File: config.mk
export PLATFORM = sky130hd
export DESIGN_NAME = dual_led_sink_blink_pwm
export DESIGN_NICKNAME = d
export VERILOG_FILES = /design/src/common/led_sink_pkg.sv /design/src/design/dual_led_sink_blink_pwm.sv /design/src/design/led_blink_channel.sv
export SDC_FILE = /design/constraint.sdc
export NUM_CORES = 1
export LEC_CHECK = 0
export BUFFER_PORTS_ARGS = -buffer_cell sky130_fd_sc_hd__buf_2
export CAP_MARGIN = 20
export CORE_ASPECT_RATIO = 0.7
export CORE_MARGIN = 3
export CORE_UTILIZATION = 35
export DETAILED_ROUTE_END_ITERATION = 8
export PLACE_DENSITY = 0.63
export SKIP_LAST_GASP = 1
export SLEW_MARGIN = 20
export SYNTH_ARGS = -nofsm -noshare
export SYNTH_HDL_FRONTEND = slang
export SYNTH_HIERARCHICAL = 1
export SYNTH_SLANG_ARGS = --single-unit
export TNS_END_PERCENT = 100
File: constraint.sdc
create_clock -name mclk -period 8 [get_ports mclk]
set_input_delay 0.8 -clock mclk [delete_from_list [all_inputs] [get_ports mclk]]
set_output_delay 0.8 -clock mclk [all_outputs]
set_load 0.005 [all_outputs]
File: src/common/led_sink_pkg.sv
// Package with constants, register map and decode helpers of the dual LED sink block.
// Overview of operation
// Range code 0 disables a channel's sink; brightness then has no effect.
// Range code 1 enables a 3.2 mA full scale with 0.1 mA steps.
// Range code 2 enables a 6.4 mA full scale with 0.2 mA steps.
// Range code 3 enables a 12.8 mA full scale with 0.4 mA steps.
// On-current is brightness plus one times the step; code 0x1f is full scale.
// Invert clear: sink on from period start for the duty length, then off.
// Invert set: sink off from period start for the duty length, then on.
// Blink period is period field plus one times 0.5 s, 0.5 s to 8 s.
// Duty is duty field plus one sixteenths of the period; 0xf never toggles.
// Reset returns period field to zero and duty field to 0xf.
// Reset returns range to disabled, invert to zero, brightness to 0x04.
// Channel one has its own period and duty register, decoded like channel two.
// Channel one has its own range, invert and brightness register, same decode.
// Global sink enable must be set for either sink to conduct.
// Blink logic runs from a 64 Hz root clock, 10 % high, readable in status.
// Channels count root ticks, 32 per period step, restarting each period.
package led_sink_pkg;

  // ****************************************************************
  // Clocks and timing
  // ****************************************************************
  localparam int unsigned CLK_FREQ_HZ      = 125_000_000;
  localparam int unsigned ROOT_FREQ_HZ     = 64;
  localparam int unsigned ROOT_DUTY_PCT    = 10;
  localparam int unsigned ROOT_DIV_CYCLES  = CLK_FREQ_HZ / ROOT_FREQ_HZ;
  localparam int unsigned ROOT_HIGH_CYCLES = ROOT_DIV_CYCLES * ROOT_DUTY_PCT / 100;
  localparam int unsigned PERIOD_STEP_MS   = 500;
  localparam int unsigned TICKS_PER_STEP   = PERIOD_STEP_MS * ROOT_FREQ_HZ / 1000;
  localparam int unsigned PHASE_W          = 10;

  // ****************************************************************
  // Register map (index; byte address is four times the index)
  // ****************************************************************
  localparam int unsigned  APB_AW          = 12;
  localparam logic [9:0]   IDX_SINK1_LEVEL = 10'h040;
  localparam logic [9:0]   IDX_SINK1_TIME  = 10'h041;
  localparam logic [9:0]   IDX_SINK2_LEVEL = 10'h042;
  localparam logic [9:0]   IDX_SINK2_TIME  = 10'h043;
  localparam logic [9:0]   IDX_SINK_TOP    = 10'h044;
  localparam int unsigned  RANGE_LSB       = 6;
  localparam int unsigned  INVERT_BIT      = 5;
  localparam int unsigned  PERIOD_LSB      = 4;
  localparam int unsigned  GLOBAL_EN_BIT   = 0;
  localparam int unsigned  ROOT_STAT_BIT   = 1;
  localparam logic [7:0]   LEVEL_RST       = 8'h04;
  localparam logic [7:0]   TIMING_RST      = 8'h0f;
  localparam logic         GLOBAL_EN_RST   = 1'h0;

  typedef enum logic [1:0] {
    RANGE_OFF  = 2'h0,
    RANGE_3P2  = 2'h1,
    RANGE_6P4  = 2'h2,
    RANGE_12P8 = 2'h3
  } range_t;

  typedef enum logic [1:0] {
    APB_IDLE   = 2'h1,
    APB_ACCESS = 2'h2
  } apb_state_t;

  // Sink current in units of 0.1 mA; zero when the range is off.
  function automatic logic [7:0] sink_current_code(input logic [1:0] range, input logic [4:0] brt);
    logic [7:0] steps;
    steps = {3'h0, brt} + 8'h01;
    case (range)
      RANGE_3P2:  sink_current_code = steps;
      RANGE_6P4:  sink_current_code = steps << 1;
      RANGE_12P8: sink_current_code = steps << 2;
      default:    sink_current_code = 8'h00;
    endcase
  endfunction : sink_current_code

  function automatic logic [PHASE_W-1:0] period_ticks(input logic [3:0] period);
    period_ticks = PHASE_W'(({6'h00, period} + 10'h001) * TICKS_PER_STEP);
  endfunction : period_ticks

  function automatic logic [PHASE_W-1:0] duty_ticks(input logic [3:0] period, input logic [3:0] duty);
    // The product reaches 8192 for the longest period, so it is formed at 32 bits.
    duty_ticks = PHASE_W'(((32'(duty) + 32'd1) * 32'(period_ticks(period))) / 32'd16);
  endfunction : duty_ticks

endpackage : led_sink_pkg

File: src/design/dual_led_sink_blink_pwm.sv
// Top of the dual LED sink blink block: APB registers, root clock and two channels.
//
// The APB slave port was chosen for this implementation.
`timescale 1ns/1ns
module dual_led_sink_blink_pwm
  import led_sink_pkg::*;
#(
  parameter int unsigned ROOT_DIV  = ROOT_DIV_CYCLES,
  parameter int unsigned ROOT_HIGH = ROOT_HIGH_CYCLES
) (
  // Clock and reset
  input  wire logic              mclk,
  input  wire logic              sys_rst,
  // APB slave
  input  wire logic [APB_AW-1:0] paddr,
  input  wire logic              psel,
  input  wire logic              penable,
  input  wire logic              pwrite,
  input  wire logic [31:0]       pwdata,
  input  wire logic [3:0]        pstrb,
  output logic [31:0]            prdata,
  output logic                   pready,
  output logic                   pslverr,
  // Sink drive, current in units of 0.1 mA
  output logic                   led_sink_out1,
  output logic [7:0]             sink_current_ch1,
  output logic                   led_sink_out2,
  output logic [7:0]             sink_current_ch2
);

  localparam int unsigned ROOT_CW = $clog2(ROOT_DIV);

  // ****************************************************************
  // Declarations
  // ****************************************************************
  apb_state_t         apb_state_reg;
  logic [9:0]         reg_index;
  logic               index_known;
  logic               setup_take;
  logic               write_fire;
  logic [7:0]         read_byte;
  logic [7:0]         sink1_level_config_reg;
  logic [7:0]         sink1_blink_timing_reg;
  logic [7:0]         sink2_level_config_reg;
  logic [7:0]         sink2_blink_timing_reg;
  logic               global_sink_enable_reg;
  logic [ROOT_CW-1:0] root_cnt_reg;
  logic               root_clk_reg;
  logic               root_tick_reg;
  logic               first_cycle_reg;

  logic [1:0]         range_select_ch1;
  logic [1:0]         range_select_ch2;
  logic               polarity_invert_ch1;
  logic               polarity_invert_ch2;
  logic [4:0]         brightness_level_ch1;
  logic [4:0]         brightness_level_ch2;
  logic [3:0]         blink_period_ch1;
  logic [3:0]         blink_period_ch2;
  logic [3:0]         blink_duty_ch1;
  logic [3:0]         blink_duty_ch2;

  // ****************************************************************
  // Field decode
  // ****************************************************************
  assign range_select_ch1     = sink1_level_config_reg[RANGE_LSB+1:RANGE_LSB];
  assign polarity_invert_ch1  = sink1_level_config_reg[INVERT_BIT];
  assign brightness_level_ch1 = sink1_level_config_reg[4:0];
  assign range_select_ch2     = sink2_level_config_reg[RANGE_LSB+1:RANGE_LSB];
  assign polarity_invert_ch2  = sink2_level_config_reg[INVERT_BIT];
  assign brightness_level_ch2 = sink2_level_config_reg[4:0];
  assign blink_period_ch1     = sink1_blink_timing_reg[PERIOD_LSB+3:PERIOD_LSB];
  assign blink_duty_ch1       = sink1_blink_timing_reg[3:0];
  assign blink_period_ch2     = sink2_blink_timing_reg[PERIOD_LSB+3:PERIOD_LSB];
  assign blink_duty_ch2       = sink2_blink_timing_reg[3:0];

  // ****************************************************************
  // APB slave
  // ****************************************************************
  // Every transfer gets exactly one access cycle with pready high.
  assign reg_index   = paddr[APB_AW-1:2];
  assign index_known = (reg_index >= IDX_SINK1_LEVEL) && (reg_index <= IDX_SINK_TOP);
  assign setup_take  = (apb_state_reg == APB_IDLE) && psel && !penable;
  assign write_fire  = (apb_state_reg == APB_ACCESS) && psel && penable && pwrite && index_known && pstrb[0];

  always_comb begin
    case (reg_index)
      IDX_SINK1_LEVEL: read_byte = sink1_level_config_reg;
      IDX_SINK1_TIME:  read_byte = sink1_blink_timing_reg;
      IDX_SINK2_LEVEL: read_byte = sink2_level_config_reg;
      IDX_SINK2_TIME:  read_byte = sink2_blink_timing_reg;
      IDX_SINK_TOP:    read_byte = {6'h00, root_clk_reg, global_sink_enable_reg};
      default:         read_byte = 8'h00;
    endcase
  end

  always_ff @(posedge mclk or posedge sys_rst) begin
    if (sys_rst) begin
      apb_state_reg <= APB_IDLE;
    end else begin
      case (apb_state_reg)
        APB_IDLE:   apb_state_reg <= setup_take ? APB_ACCESS : APB_IDLE;
        APB_ACCESS: apb_state_reg <= (psel && penable) ? APB_IDLE : APB_ACCESS;
        default:    apb_state_reg <= APB_IDLE;
      endcase
    end
  end

  always_ff @(posedge mclk or posedge sys_rst) begin
    if (sys_rst) begin
      pready  <= 1'b0;
      pslverr <= 1'b0;
      prdata  <= 32'h0000_0000;
    end else if (setup_take) begin
      pready  <= 1'b1;
      pslverr <= !index_known;
      prdata  <= pwrite ? 32'h0000_0000 : {24'h00_0000, read_byte};
    end else if (apb_state_reg == APB_ACCESS && psel && penable) begin
      pready  <= 1'b0;
      pslverr <= 1'b0;
      prdata  <= 32'h0000_0000;
    end
  end

  // ****************************************************************
  // Configuration registers
  // ****************************************************************
  always_ff @(posedge mclk or posedge sys_rst) begin
    if (sys_rst) begin
      sink1_level_config_reg <= LEVEL_RST;
      sink2_level_config_reg <= LEVEL_RST;
    end else if (write_fire) begin
      if (reg_index == IDX_SINK1_LEVEL) begin
        sink1_level_config_reg <= pwdata[7:0];
      end
      if (reg_index == IDX_SINK2_LEVEL) begin
        sink2_level_config_reg <= pwdata[7:0];
      end
    end
  end

  always_ff @(posedge mclk or posedge sys_rst) begin
    if (sys_rst) begin
      sink1_blink_timing_reg <= TIMING_RST;
      sink2_blink_timing_reg <= TIMING_RST;
    end else if (write_fire) begin
      if (reg_index == IDX_SINK1_TIME) begin
        sink1_blink_timing_reg <= pwdata[7:0];
      end
      if (reg_index == IDX_SINK2_TIME) begin
        sink2_blink_timing_reg <= pwdata[7:0];
      end
    end
  end

  // The root clock mirror bit is read only; writes to it are dropped.
  always_ff @(posedge mclk or posedge sys_rst) begin
    if (sys_rst) begin
      global_sink_enable_reg <= GLOBAL_EN_RST;
    end else if (write_fire && reg_index == IDX_SINK_TOP) begin
      global_sink_enable_reg <= pwdata[GLOBAL_EN_BIT];
    end
  end

  always_ff @(posedge mclk or posedge sys_rst) begin
    if (sys_rst) begin
      first_cycle_reg <= 1'b1;
    end else begin
      first_cycle_reg <= 1'b0;
    end
  end

  // ****************************************************************
  // Root clock
  // ****************************************************************
  // Derived from mclk, so it needs no synchroniser; the tick marks its rising edge.
  always_ff @(posedge mclk or posedge sys_rst) begin
    if (sys_rst) begin
      root_cnt_reg  <= '0;
      root_clk_reg  <= 1'b0;
      root_tick_reg <= 1'b0;
    end else begin
      root_cnt_reg  <= (root_cnt_reg == ROOT_CW'(ROOT_DIV - 1)) ? '0 : root_cnt_reg + 1'b1;
      root_clk_reg  <= (root_cnt_reg < ROOT_CW'(ROOT_HIGH));
      root_tick_reg <= (root_cnt_reg == '0);
    end
  end

  // ****************************************************************
  // Channels
  // ****************************************************************
  led_blink_channel u_channel1 (
    .mclk             (mclk),
    .sys_rst          (sys_rst),
    .root_tick        (root_tick_reg),
    .global_enable    (global_sink_enable_reg),
    .range_select     (range_select_ch1),
    .polarity_invert  (polarity_invert_ch1),
    .brightness_level (brightness_level_ch1),
    .blink_period     (blink_period_ch1),
    .blink_duty       (blink_duty_ch1),
    .sink_on          (led_sink_out1),
    .sink_current     (sink_current_ch1)
  );

  led_blink_channel u_channel2 (
    .mclk             (mclk),
    .sys_rst          (sys_rst),
    .root_tick        (root_tick_reg),
    .global_enable    (global_sink_enable_reg),
    .range_select     (range_select_ch2),
    .polarity_invert  (polarity_invert_ch2),
    .brightness_level (brightness_level_ch2),
    .blink_period     (blink_period_ch2),
    .blink_duty       (blink_duty_ch2),
    .sink_on          (led_sink_out2),
    .sink_current     (sink_current_ch2)
  );

  // ****************************************************************
  // Assertions
  // ****************************************************************
  a_global_gate: assert property (@(posedge mclk) disable iff (sys_rst)
    !global_sink_enable_reg |=> !led_sink_out1 && !led_sink_out2 && sink_current_ch1 == 8'h00
    && sink_current_ch2 == 8'h00)
    else $error("sink conducts while globally disabled");

  a_range_off: assert property (@(posedge mclk) disable iff (sys_rst)
    range_select_ch1 == RANGE_OFF |=> !led_sink_out1 && sink_current_ch1 == 8'h00)
    else $error("disabled range still drives the sink");

  a_step_low: assert property (@(posedge mclk) disable iff (sys_rst)
    range_select_ch1 == RANGE_3P2 ##1 led_sink_out1
    |-> sink_current_ch1 == {3'h0, $past(brightness_level_ch1)} + 8'h01)
    else $error("wrong current in the 3.2 mA range");

  a_step_mid: assert property (@(posedge mclk) disable iff (sys_rst)
    range_select_ch2 == RANGE_6P4 ##1 led_sink_out2
    |-> sink_current_ch2 == ({3'h0, $past(brightness_level_ch2)} + 8'h01) << 1)
    else $error("wrong current in the 6.4 mA range");

  a_step_high: assert property (@(posedge mclk) disable iff (sys_rst)
    range_select_ch1 == RANGE_12P8 ##1 led_sink_out1
    |-> sink_current_ch1 == ({3'h0, $past(brightness_level_ch1)} + 8'h01) << 2)
    else $error("wrong current in the 12.8 mA range");

  a_full_scale: assert property (@(posedge mclk) disable iff (sys_rst)
    (range_select_ch2 == RANGE_12P8 && brightness_level_ch2 == 5'h1f) ##1 led_sink_out2
    |-> sink_current_ch2 == 8'h80)
    else $error("full scale code is not 12.8 mA");

  a_reset_vals: assert property (@(posedge mclk) disable iff (sys_rst)
    first_cycle_reg |-> sink1_level_config_reg == 8'h04 && sink2_level_config_reg == 8'h04
    && sink1_blink_timing_reg == 8'h0f && sink2_blink_timing_reg == 8'h0f)
    else $error("configuration not at reset value");

  a_timing_write: assert property (@(posedge mclk) disable iff (sys_rst)
    (write_fire && reg_index == IDX_SINK1_TIME) |=> sink1_blink_timing_reg == $past(pwdata[7:0]))
    else $error("channel one timing write lost");

  a_root_status: assert property (@(posedge mclk) disable iff (sys_rst)
    (setup_take && !pwrite && reg_index == IDX_SINK_TOP) |=> prdata[ROOT_STAT_BIT] == $past(root_clk_reg))
    else $error("status does not mirror the root clock");

  a_root_edge: assert property (@(posedge mclk) disable iff (sys_rst)
    root_tick_reg |-> root_clk_reg && !$past(root_clk_reg))
    else $error("root tick not on the root clock rising edge");

  a_apb_answer: assert property (@(posedge mclk) disable iff (sys_rst)
    setup_take |=> pready ##1 !pready)
    else $error("APB answer not a single access cycle");

  a_apb_error: assert property (@(posedge mclk) disable iff (sys_rst)
    (setup_take && !index_known) |=> pslverr && pready)
    else $error("unmapped access not flagged");

  c_ch1_on: cover property (@(posedge mclk) disable iff (sys_rst)
    !led_sink_out1 ##1 led_sink_out1);
  c_ch2_inverted: cover property (@(posedge mclk) disable iff (sys_rst)
    polarity_invert_ch2 && led_sink_out2);
  c_back_to_back: cover property (@(posedge mclk) disable iff (sys_rst)
    setup_take ##2 setup_take);

endmodule : dual_led_sink_blink_pwm

File: src/design/led_blink_channel.sv
// One blink channel: phase counter on root ticks and the sink drive it produces.
`timescale 1ns/1ns
module led_blink_channel
  import led_sink_pkg::*;
(
  // Clock and reset
  input  wire logic       mclk,
  input  wire logic       sys_rst,
  // Timing and configuration
  input  wire logic       root_tick,
  input  wire logic       global_enable,
  input  wire logic [1:0] range_select,
  input  wire logic       polarity_invert,
  input  wire logic [4:0] brightness_level,
  input  wire logic [3:0] blink_period,
  input  wire logic [3:0] blink_duty,
  // Sink drive
  output logic            sink_on,
  output logic [7:0]      sink_current
);

  logic               active;
  logic               on_next;
  logic [PHASE_W-1:0] phase_reg;
  logic [PHASE_W-1:0] phase_last;

  assign active     = global_enable && (range_select != RANGE_OFF);
  assign phase_last = period_ticks(blink_period) - 10'h001;
  // The compare is against the whole period, so duty 0xf keeps the sink steady.
  assign on_next    = active && ((phase_reg < duty_ticks(blink_period, blink_duty)) ^ polarity_invert);

  // A held channel starts its pattern at the period start once it is enabled.
  always_ff @(posedge mclk or posedge sys_rst) begin
    if (sys_rst) begin
      phase_reg <= '0;
    end else if (!active) begin
      phase_reg <= '0;
    end else if (root_tick) begin
      phase_reg <= (phase_reg >= phase_last) ? '0 : phase_reg + 10'h001;
    end
  end

  always_ff @(posedge mclk or posedge sys_rst) begin
    if (sys_rst) begin
      sink_on      <= 1'b0;
      sink_current <= 8'h00;
    end else begin
      sink_on      <= on_next;
      sink_current <= on_next ? sink_current_code(range_select, brightness_level) : 8'h00;
    end
  end

  a_period_wrap: assert property (@(posedge mclk) disable iff (sys_rst)
    (active && root_tick && phase_reg == phase_last) |=> phase_reg == '0)
    else $error("phase did not restart at period end");
  a_period_start: assert property (@(posedge mclk) disable iff (sys_rst)
    (active && phase_reg == '0) |=> sink_on == !$past(polarity_invert))
    else $error("wrong sink level at period start");
  a_full_duty: assert property (@(posedge mclk) disable iff (sys_rst)
    (active && blink_duty == 4'hf) |=> sink_on == !$past(polarity_invert))
    else $error("full duty toggled the sink");
  c_wrap: cover property (@(posedge mclk) disable iff (sys_rst)
    active && root_tick && phase_reg == phase_last);

endmodule : led_blink_channel

After elaboration in Yosys (flattened, before gate mapping)
Cells that the tools add are included.
Cells by class
  equal/unequal tests: 16
  muxes and demuxes: 21
  add/subtract/negate cells: 11
  bitwise operators: 2
  $lt $le $gt $ge: 7
  multiply operators: 2
  reduce and logical (&&, ||, !) cells: 24
Operator list (number)
  $mul 32x5->9: 2
  $mux 32: 2
  $mux 10: 6
  $eq 10x7->1 const B: 5
  $pmux 8 s3: 2
  $pmux 8 s5: 1
  $mux 8: 3
  $add 21x1->21 const B: 1
  $eq 21x21->1 const B: 1
  $logic_not 21->1: 1
  $lt 21x18->1 const B: 1
  $mux 21: 1
  $add 10x1->10 const B: 2
  $add 4x1->5 const B: 4
  $ge 10x10->1: 2
  $lt 10x10->1: 2
  $sub 10x1->10 const B: 2
  $logic_and 1x1->1: 14
  $add 5x1->6 const B: 2
  $eq 2x2->1 const B: 5
  $ge 10x7->1 const B: 1
  $le 10x7->1 const B: 1
  $reduce_and 2->1: 4
  $eq 2x1->1 const B: 3
  other kinds (7): 15
Storage, ports and cells
  bits of input ports: 53
  output and inout bits: 52
  flip-flop bits (word level): 130
  logic and storage cells: 101

Logic depth before layout (Yosys ltp)
Gate-level depths: netlist (run 1).
  depth in word-level cells: 7
  gate-level depth with buffers: 21
  depth with buffers taken out: 20

Modules after synthesis
The synthesis (run 1) kept the hierarchy.
By module, submodules not included
  dual_led_sink_blink_pwm: cells each 298, area each 3435.8 um^2, instances 1, sequential area each 1715.4 um^2
  led_blink_channel (u_channel1): cells each 229, area each 2087.0 um^2, instances 1, sequential area each 475.5 um^2
  led_blink_channel (u_channel2): cells each 231, area each 2070.7 um^2, instances 1, sequential area each 475.5 um^2

Least setup slack after synthesis (run 1)
No wires, ideal clock.
  path type: register to register
  start: reg sink2_blink_timing_reg[4]
  end: reg u_channel2.sink_current[0]
  stages on the path, launching flop included: 19
  path buffers: 0
  arrival time: 4.922 ns
  required time: 7.905 ns
  clock period less this slack: 5.017 ns
  path slack: 2.983 ns
  library setup time: 0.095 ns
  cells stage by stage: dfrtp_1 -> ha_1 -> xnor2_1 -> or2_2 -> fa_1 -> fa_1 -> fa_1 -> inv_1 -> ha_1 -> a21oi_1 -> nor2_1 -> nor2_1 -> o21ai_0 -> xnor2_1 -> ha_1 -> and4_1 -> a211oi_2 -> mux2_2 -> nor4b_2
On the way
  cells in the longest elaborated chain, start to end: 6
RTL lines
  start: declaration: line dual_led_sink_blink_pwm.sv:45  | logic [7:0] sink2_blink_timing_reg;
  start signal: assignment: line dual_led_sink_blink_pwm.sv:151  | sink2_blink_timing_reg <= pwdata[7:0];
  $add 4x1->5: line led_sink_pkg.sv:76  | period_ticks = PHASE_W'(({6'h00, period} + 10'h001) * TICKS_PER_STEP);
  $mul 32x5->9: line led_sink_pkg.sv:81  | duty_ticks = PHASE_W'(((32'(duty) + 32'd1) * 32'(period_ticks(period))) / 32'd16);
  $lt 10x10->1: line led_blink_channel.sv:30  | assign on_next = active && ((phase_reg < duty_ticks(blink_period, blink_duty)) ^ polarity_invert);
  $xor 1x1->1: line led_blink_channel.sv:30
  $logic_and 1x1->1: line led_blink_channel.sv:30
  $mux 8: line led_blink_channel.sv:49  | sink_current <= on_next ? sink_current_code(range_select, brightness_level) : 8'h00;
  end signal: assignment: line led_blink_channel.sv:49
  end: declaration: line led_blink_channel.sv:19  | output logic [7:0] sink_current
Every way passes these cells.
A chain may end at the register's enable or synchronous reset.

Final worst setup path (run 1)
  start: reg sink2_blink_timing_reg[4]
  end: reg u_channel2.sink_current[3]
Same word-level chain as after synthesis.

==> impl_metrics.yaml, run 1 <==
yosys:
  synth.cell_area_um2: 7590
  synthTopCellsByCount: "98 x nor2_1, 95 x dfrtp_1, 74 x ha_1, 46 x inv_1, 42 x nand2_1"
  ys_seq_area_share_pct: 35.1
  ys_seq_elements: 106
  yosys_warnings: 6
  synth_most_common_cell: "nor2_1"
  synth_top_area_share_pct: 31.3
  synth_top_cells_by_area: "dfrtp_1 31%, ha_1 12%, mux2_2 5.2%"
  yosysTopAreaCell: "dfrtp_1"
  synth-async-reset-ratio_pct: 100
  yosysUniqueCellTypes: 67
  synth_edf_count: 0
  avgSynthCellArea_um2: 10.0
  synthCells: 758
  synthFlopType: "dfrtp_1"
sta:
  worst_slew_pin_slew_ns: 0.878
  slew_headroom_pct: 41.5
  finalSetupViolCount: 0
  fin_hold_ws_ns: 0.499
  hold_viol: 0
  clock-skew-final_ns: 0.0155
  finalSetupTns_ns: 0
  layout_min_cycle_time_ns: 5.93
  fmax_mhz: 169
  timing.final.crit_share_pct: 74.1
  rsz0062_at_grt: "false"
  slew_violations: 0
power:
  seqPwrFrac_pct: 50.8
  p_clk_share_pct: 42.1
  p_leak_uw: 0.00387
  ir_drop_v: 0.0000902
  combPwrFrac_pct: 7.1
  switching_power_uw: 265
  internal_power_uw: 820
  powerDensity_nw_per_um2: 130
  switching_share_pct: 24.4
place:
  portBuffers: 51
  dp_hpwl_um: 12900
  gp_congestion: 0.834
critical_path:
  worstPathArrival_ns: 6.18
  path_max_fanout: 12
  path_class: "reg2reg"
  cp-start-kind: "register"
  crit_family: "adder cells"
  max_stage_delay_ns: 0.55
  critPathRequiredTime_ns: 8.25
  path_cells: "ha_1, xnor2_1, or2_2, fa_1, fa_1, fa_1, inv_1, ha_1, a21oi_1, nor2_1, nor2_1, o21ai_0, xnor2_1, ha_1, and4_1, a211oi_2, mux2_2, a311oi_1"
  slowest_stage: "xnor2_1"
  path_buf_inv: 1
  endpoint_kind: "register"
global_route:
  gr-usage-all-layers_pct: 14.9
  grt_pass1_vias: 5286
  grt_overflow: 0
  grt_max_degree: 69
  antenna_found_initial: 0
  grt_pass1_wl_um: 28300
outcome:
  status: "finished, final reports clean"
floorplanning:
  die_w_um: 182
  die_y_um: 129
  core_um2: 21000
  rows: 44
  io_pins: 105
  start_util_pct: 36.1
  dieArea_um2: 23500
clock_tree:
  htreeDepth: 3
  clock_sinks: 106
  cts_root_buffer: "clkbuf_16"
  post_cts_resized: 0
  numCtsBuffers: 9
  hold_buffers: 0
  clock_latency_ns: 0.35
  cts_buffer_depth: 2
  cts_tree: "yes"
  post_cts_buffers: 0
  clk_pin_slew_ns: 0.08
layout:
  layout-drive-gt1-share_pct: 18.6
  area_delta_synth_final_pct: 9.77
  diodes: 0
  largest_reg_flops: 21
  final_core_util_pct: 39.6
  num-nets-final: 949
  n_fill_cell: 2067
route:
  ant_nets: 0
  drt_first_iter_violations: 500
  drt_pre_antenna_iters: 5
  wl_per_cell_um: 15.3
  post-route-drc-count: 0
  vias_per_cell: 5.02
  num_vias: 5455
  wirelength_um: 16700
flow_run:
  max_cap_viol_count: 0
hold_path:
  hold_class: "reg2reg"
## cell type report
type,instances,area [µm²],share of cell area (%)
clock buffer,9,225,2.70
sequential,106,2670,32.0
multi-input combinational,591,4590,55.0
timing repair buffer,52,263,3.15
tap,276,345,4.14
inverter,46,173,2.07
clock inverter,6,75.1,0.901
## cell families after synthesis
kind of cell	Yosys count	share of synthesized area (%)
buffers and inverters	84	5.60
adders and majority gates	90	16.4
muxes	44	7.69
DFF	106	35.1
other	1	0.0494
xor gates and xnor gates	72	8.40
AOI/OAI and AO/OA	93	8.34
and+or+nand+nor	268	18.4
## layer usage
metal	routed length, µm	GRT usage [%]	share of wire, %
met1	9060	24.1	54
met2	6380	19.9	38
met3	1060	3.51	6.3
met4	170	3.27	1.0
met5	0	0	0
## worst paths after layout
kind | startpoint | endpoint | slack (ns) | depth (start not counted)
setup / recovery | sink2_blink_timing_reg[4] | u_channel2/sink_current[3] | 2.07 | 18
hold / removal | prdata[6] | prdata[6] | 0.50 | 2
setup reg to reg | sink2_blink_timing_reg[4] | u_channel2/sink_current[3] | 2.07 | 18
hold reg to reg | prdata[6] | prdata[6] | 0.50 | 2
max in group asynchronous | sys_rst | root_cnt_reg[10] | 6.70 | 3
min in group asynchronous | sys_rst | u_channel1/sink_current[5] | 0.57 | 2
## tightest hold or removal path, delay by kind of cell (launching register included)
family | cells | cell delay, ns
flops | 1 | 0.36
simple gates | 1 | 0.05
compound gates | 1 | 0.06
## cell usage in the layout (no fill, tap or decap), types with 14 or more instances in the layout
master,netlist,layout
a21oi_1,23,23
buf_2,4,51
conb_1,1,24
dfrtp_1,95,95
fa_1,16,16
ha_1,74,74
inv_1,46,45
mux2_2,35,35
nand2_1,42,42
nand3_1,40,40
nor2_1,98,98
nor3_1,14,14
o21ai_0,23,23
xnor2_1,41,41
xor2_1,30,30
## per-stage QoR
step	total power [µW]	setup slack, ns	std cells	instance area, µm²
floorplan	621	2.98	781	7680
global placement	638	2.17	1071	8040
detailed placement	640	2.08	1071	8040
CTS	1100	2.07	1086	8340
global route	1130	1.71	1086	8340
finish	1090	2.07	1086	8340
## power by group through the flow
stage	sequential, µW	clock, µW	combinational, µW
global route	553	487	90.8
finish	551	457	77.5
floorplan	561	0	60.8
global placement	561	0	77.3
CTS	551	467	78.7
detailed placement	562	0	78.2
No activity file was read; power rests on OpenSTA's default activity.
==> inputs of run 2 (changes only) <==
clock period = 5.8 ns   (was 8 ns; I/O delays follow)
==> run 2 against run 1 <==
Combinational power grew 37%. Critical path depth unchanged. Core utilization increased by 0.59 points. Clock-buffer cell count unchanged. Sequential cell count is the same. Via count rose by 0.33%. Clock power is 52% higher. Critical endpoint unchanged.
==> impl_metrics.yaml, run 2 (synthesized netlist as in run 1, its figures left out) <==
outcome:
  status: "finished, final reports clean"
floorplanning:
  io_pins: 105
  dieArea_um2: 23500
  die_y_um: 129
  start_util_pct: 36.1
  rows: 44
  core_um2: 21000
  die_w_um: 182
sta:
  hold_viol: 0
  finalSetupTns_ns: 0
  layout_min_cycle_time_ns: 5.48
  fin_hold_ws_ns: 0.351
  rsz0062_at_grt: "false"
  fmax_mhz: 182
  worst_slew_pin_slew_ns: 0.859
  finalSetupViolCount: 0
  clock-skew-final_ns: 0.0117
  slew_headroom_pct: 42.4
  timing.final.crit_share_pct: 94.5
  slew_violations: 0
  final.setup.worst_slack_ns: 0.320
clock_tree:
  numCtsBuffers: 9
  clk_pin_slew_ns: 0.08
  cts_buffer_depth: 2
  clock_latency_ns: 0.35
  cts_root_buffer: "clkbuf_16"
  cts_tree: "yes"
  clock_sinks: 106
  htreeDepth: 3
  hold_buffers: 0
critical_path:
  timing.rr.start: "sink2_blink_timing_reg[0]"
  critPathRequiredTime_ns: 6.05
  r2r_cells: 18
  cp-start-kind: "register"
  endpoint_kind: "register"
  worstReg2RegEnd: "u_channel2/sink_current[3]"
  path_max_fanout: 9
  r2r_setup_slack_ns: 0.32
  path_class: "reg2reg"
  worstPathArrival_ns: 5.73
route:
  wl_met3_um: 992
  num_vias: 5473
  drt_first_iter_violations: 406
  wl_met1_um: 9210
  drt_pre_antenna_iters: 6
  ant_nets: 0
  post-route-drc-count: 0
  top_layer: "met4"
  vias_per_cell: 4.98
  met2_length_um: 6170
  wirelength_um: 16500
  wl_per_cell_um: 15.0
place:
  portBuffers: 51
  pre_cts_ws_ns: 0.290
  gp_congestion: 0.850
  dp_hpwl_um: 12900
global_route:
  gr-usage-all-layers_pct: 14.4
  grt_pass1_vias: 5176
  antenna_found_initial: 0
  grt_overflow: 0
  grt_max_degree: 69
  grt_pass1_wl_um: 27200
layout:
  final_core_util_pct: 40.2
  largest_reg_flops: 21
  area_delta_synth_final_pct: 11.4
  num-nets-final: 960
  final_cell_mix: "98 x nor2_1, 95 x dfrtp_1, 74 x ha_1, 51 x buf_2, 45 x inv_1"
  diodes: 0
  final_common_cell: "nor2_1"
  layout-drive-gt1-share_pct: 19.8
power:
  total_power_uw: 1560
  p_leak_uw: 0.00395
  powerDensity_nw_per_um2: 184
  ir_drop_v: 0.000149
hold_path:
  hold_class: "in2async"
flow_run:
  max_cap_viol_count: 0
==> run 2: cell count changes in the layout (fill, tap and decap cells not counted), sizes merged <==
cell,previous run,this run
buf,52,63
clkinvlp,1,0
bufinv,1,2
inv,48,49
==> run 2: cell type report <==
type / count / area (µm²)
Clock buffer: 9 / 225
Clock inverter: 7 / 109
Fill cell: 2102 / 12600
Inverter: 46 / 173
Multi-Input combinational cell: 591 / 4600
Sequential cell: 106 / 2670
Tap cell: 276 / 345
Timing Repair Buffer: 63 / 345
==> run 2: metrics by stage <==
stage	instance area [µm²]	instances
after detailed placement	8100	1080
after CTS	8440	1096
after global placement	8100	1080
after floorplan	7680	781
final	8460	1098
after global routing	8460	1098
==> run 2: worst max-delay path, stage by stage, from the launching register on <==
cell and delay (ns):
dfstp_2 0.65, ha_1 0.22, xnor2_1 0.08, or2_2 0.29, fa_1 0.46, fa_1 0.52
fa_1 0.54, inv_1 0.04, ha_1 0.33, a21oi_1 0.18, nor2_1 0.06, nor2_1 0.15
o21ai_0 0.14, xnor2_1 0.27, ha_1 0.30, and4_1 0.22, a211oi_4 0.25, mux2_2 0.45
a311oi_1 0.23
==> run 2: repair_timing <==
action | 4_1_cts | 5_1_grt
setup buffers | 0 | 2
resized for setup | 0 | 1
endpoints found under the setup margin | 0 | 3
==> run 2: report_power, final <==
part,internal [µW],switching [µW],total [µW],leakage [µW]
logic,39.8,66.4,106,0.00237
clock network,388,305,693,0.000164
registers,753,7.55,760,0.00141
total,1180,379,1560,0.00395
==> run 2: metal layers <==
layer / up-vias / global-route usage (%)
met2: 129 / 18.7
met4: 0 / 2.91
met3: 10 / 3.03
li1: 2705 / -
met1: 2629 / 23.8
met5: - / 0
==> run 2: how the worst max path moves through the flow <==
stage                                      end                       from  depth (start not counted)  slack (ns)
floorplan           u_channel2/sink_current[0]  sink2_blink_timing_reg[4]                         18        0.78
global placement    u_channel2/sink_current[3]  sink2_blink_timing_reg[0]                         18        0.39
detailed placement  u_channel2/sink_current[3]  sink2_blink_timing_reg[0]                         18        0.29
CTS                 u_channel2/sink_current[3]  sink2_blink_timing_reg[0]                         18        0.26
global route        u_channel2/sink_current[3]  sink2_blink_timing_reg[0]                         18        0.02
finish              u_channel2/sink_current[3]  sink2_blink_timing_reg[0]                         18        0.32
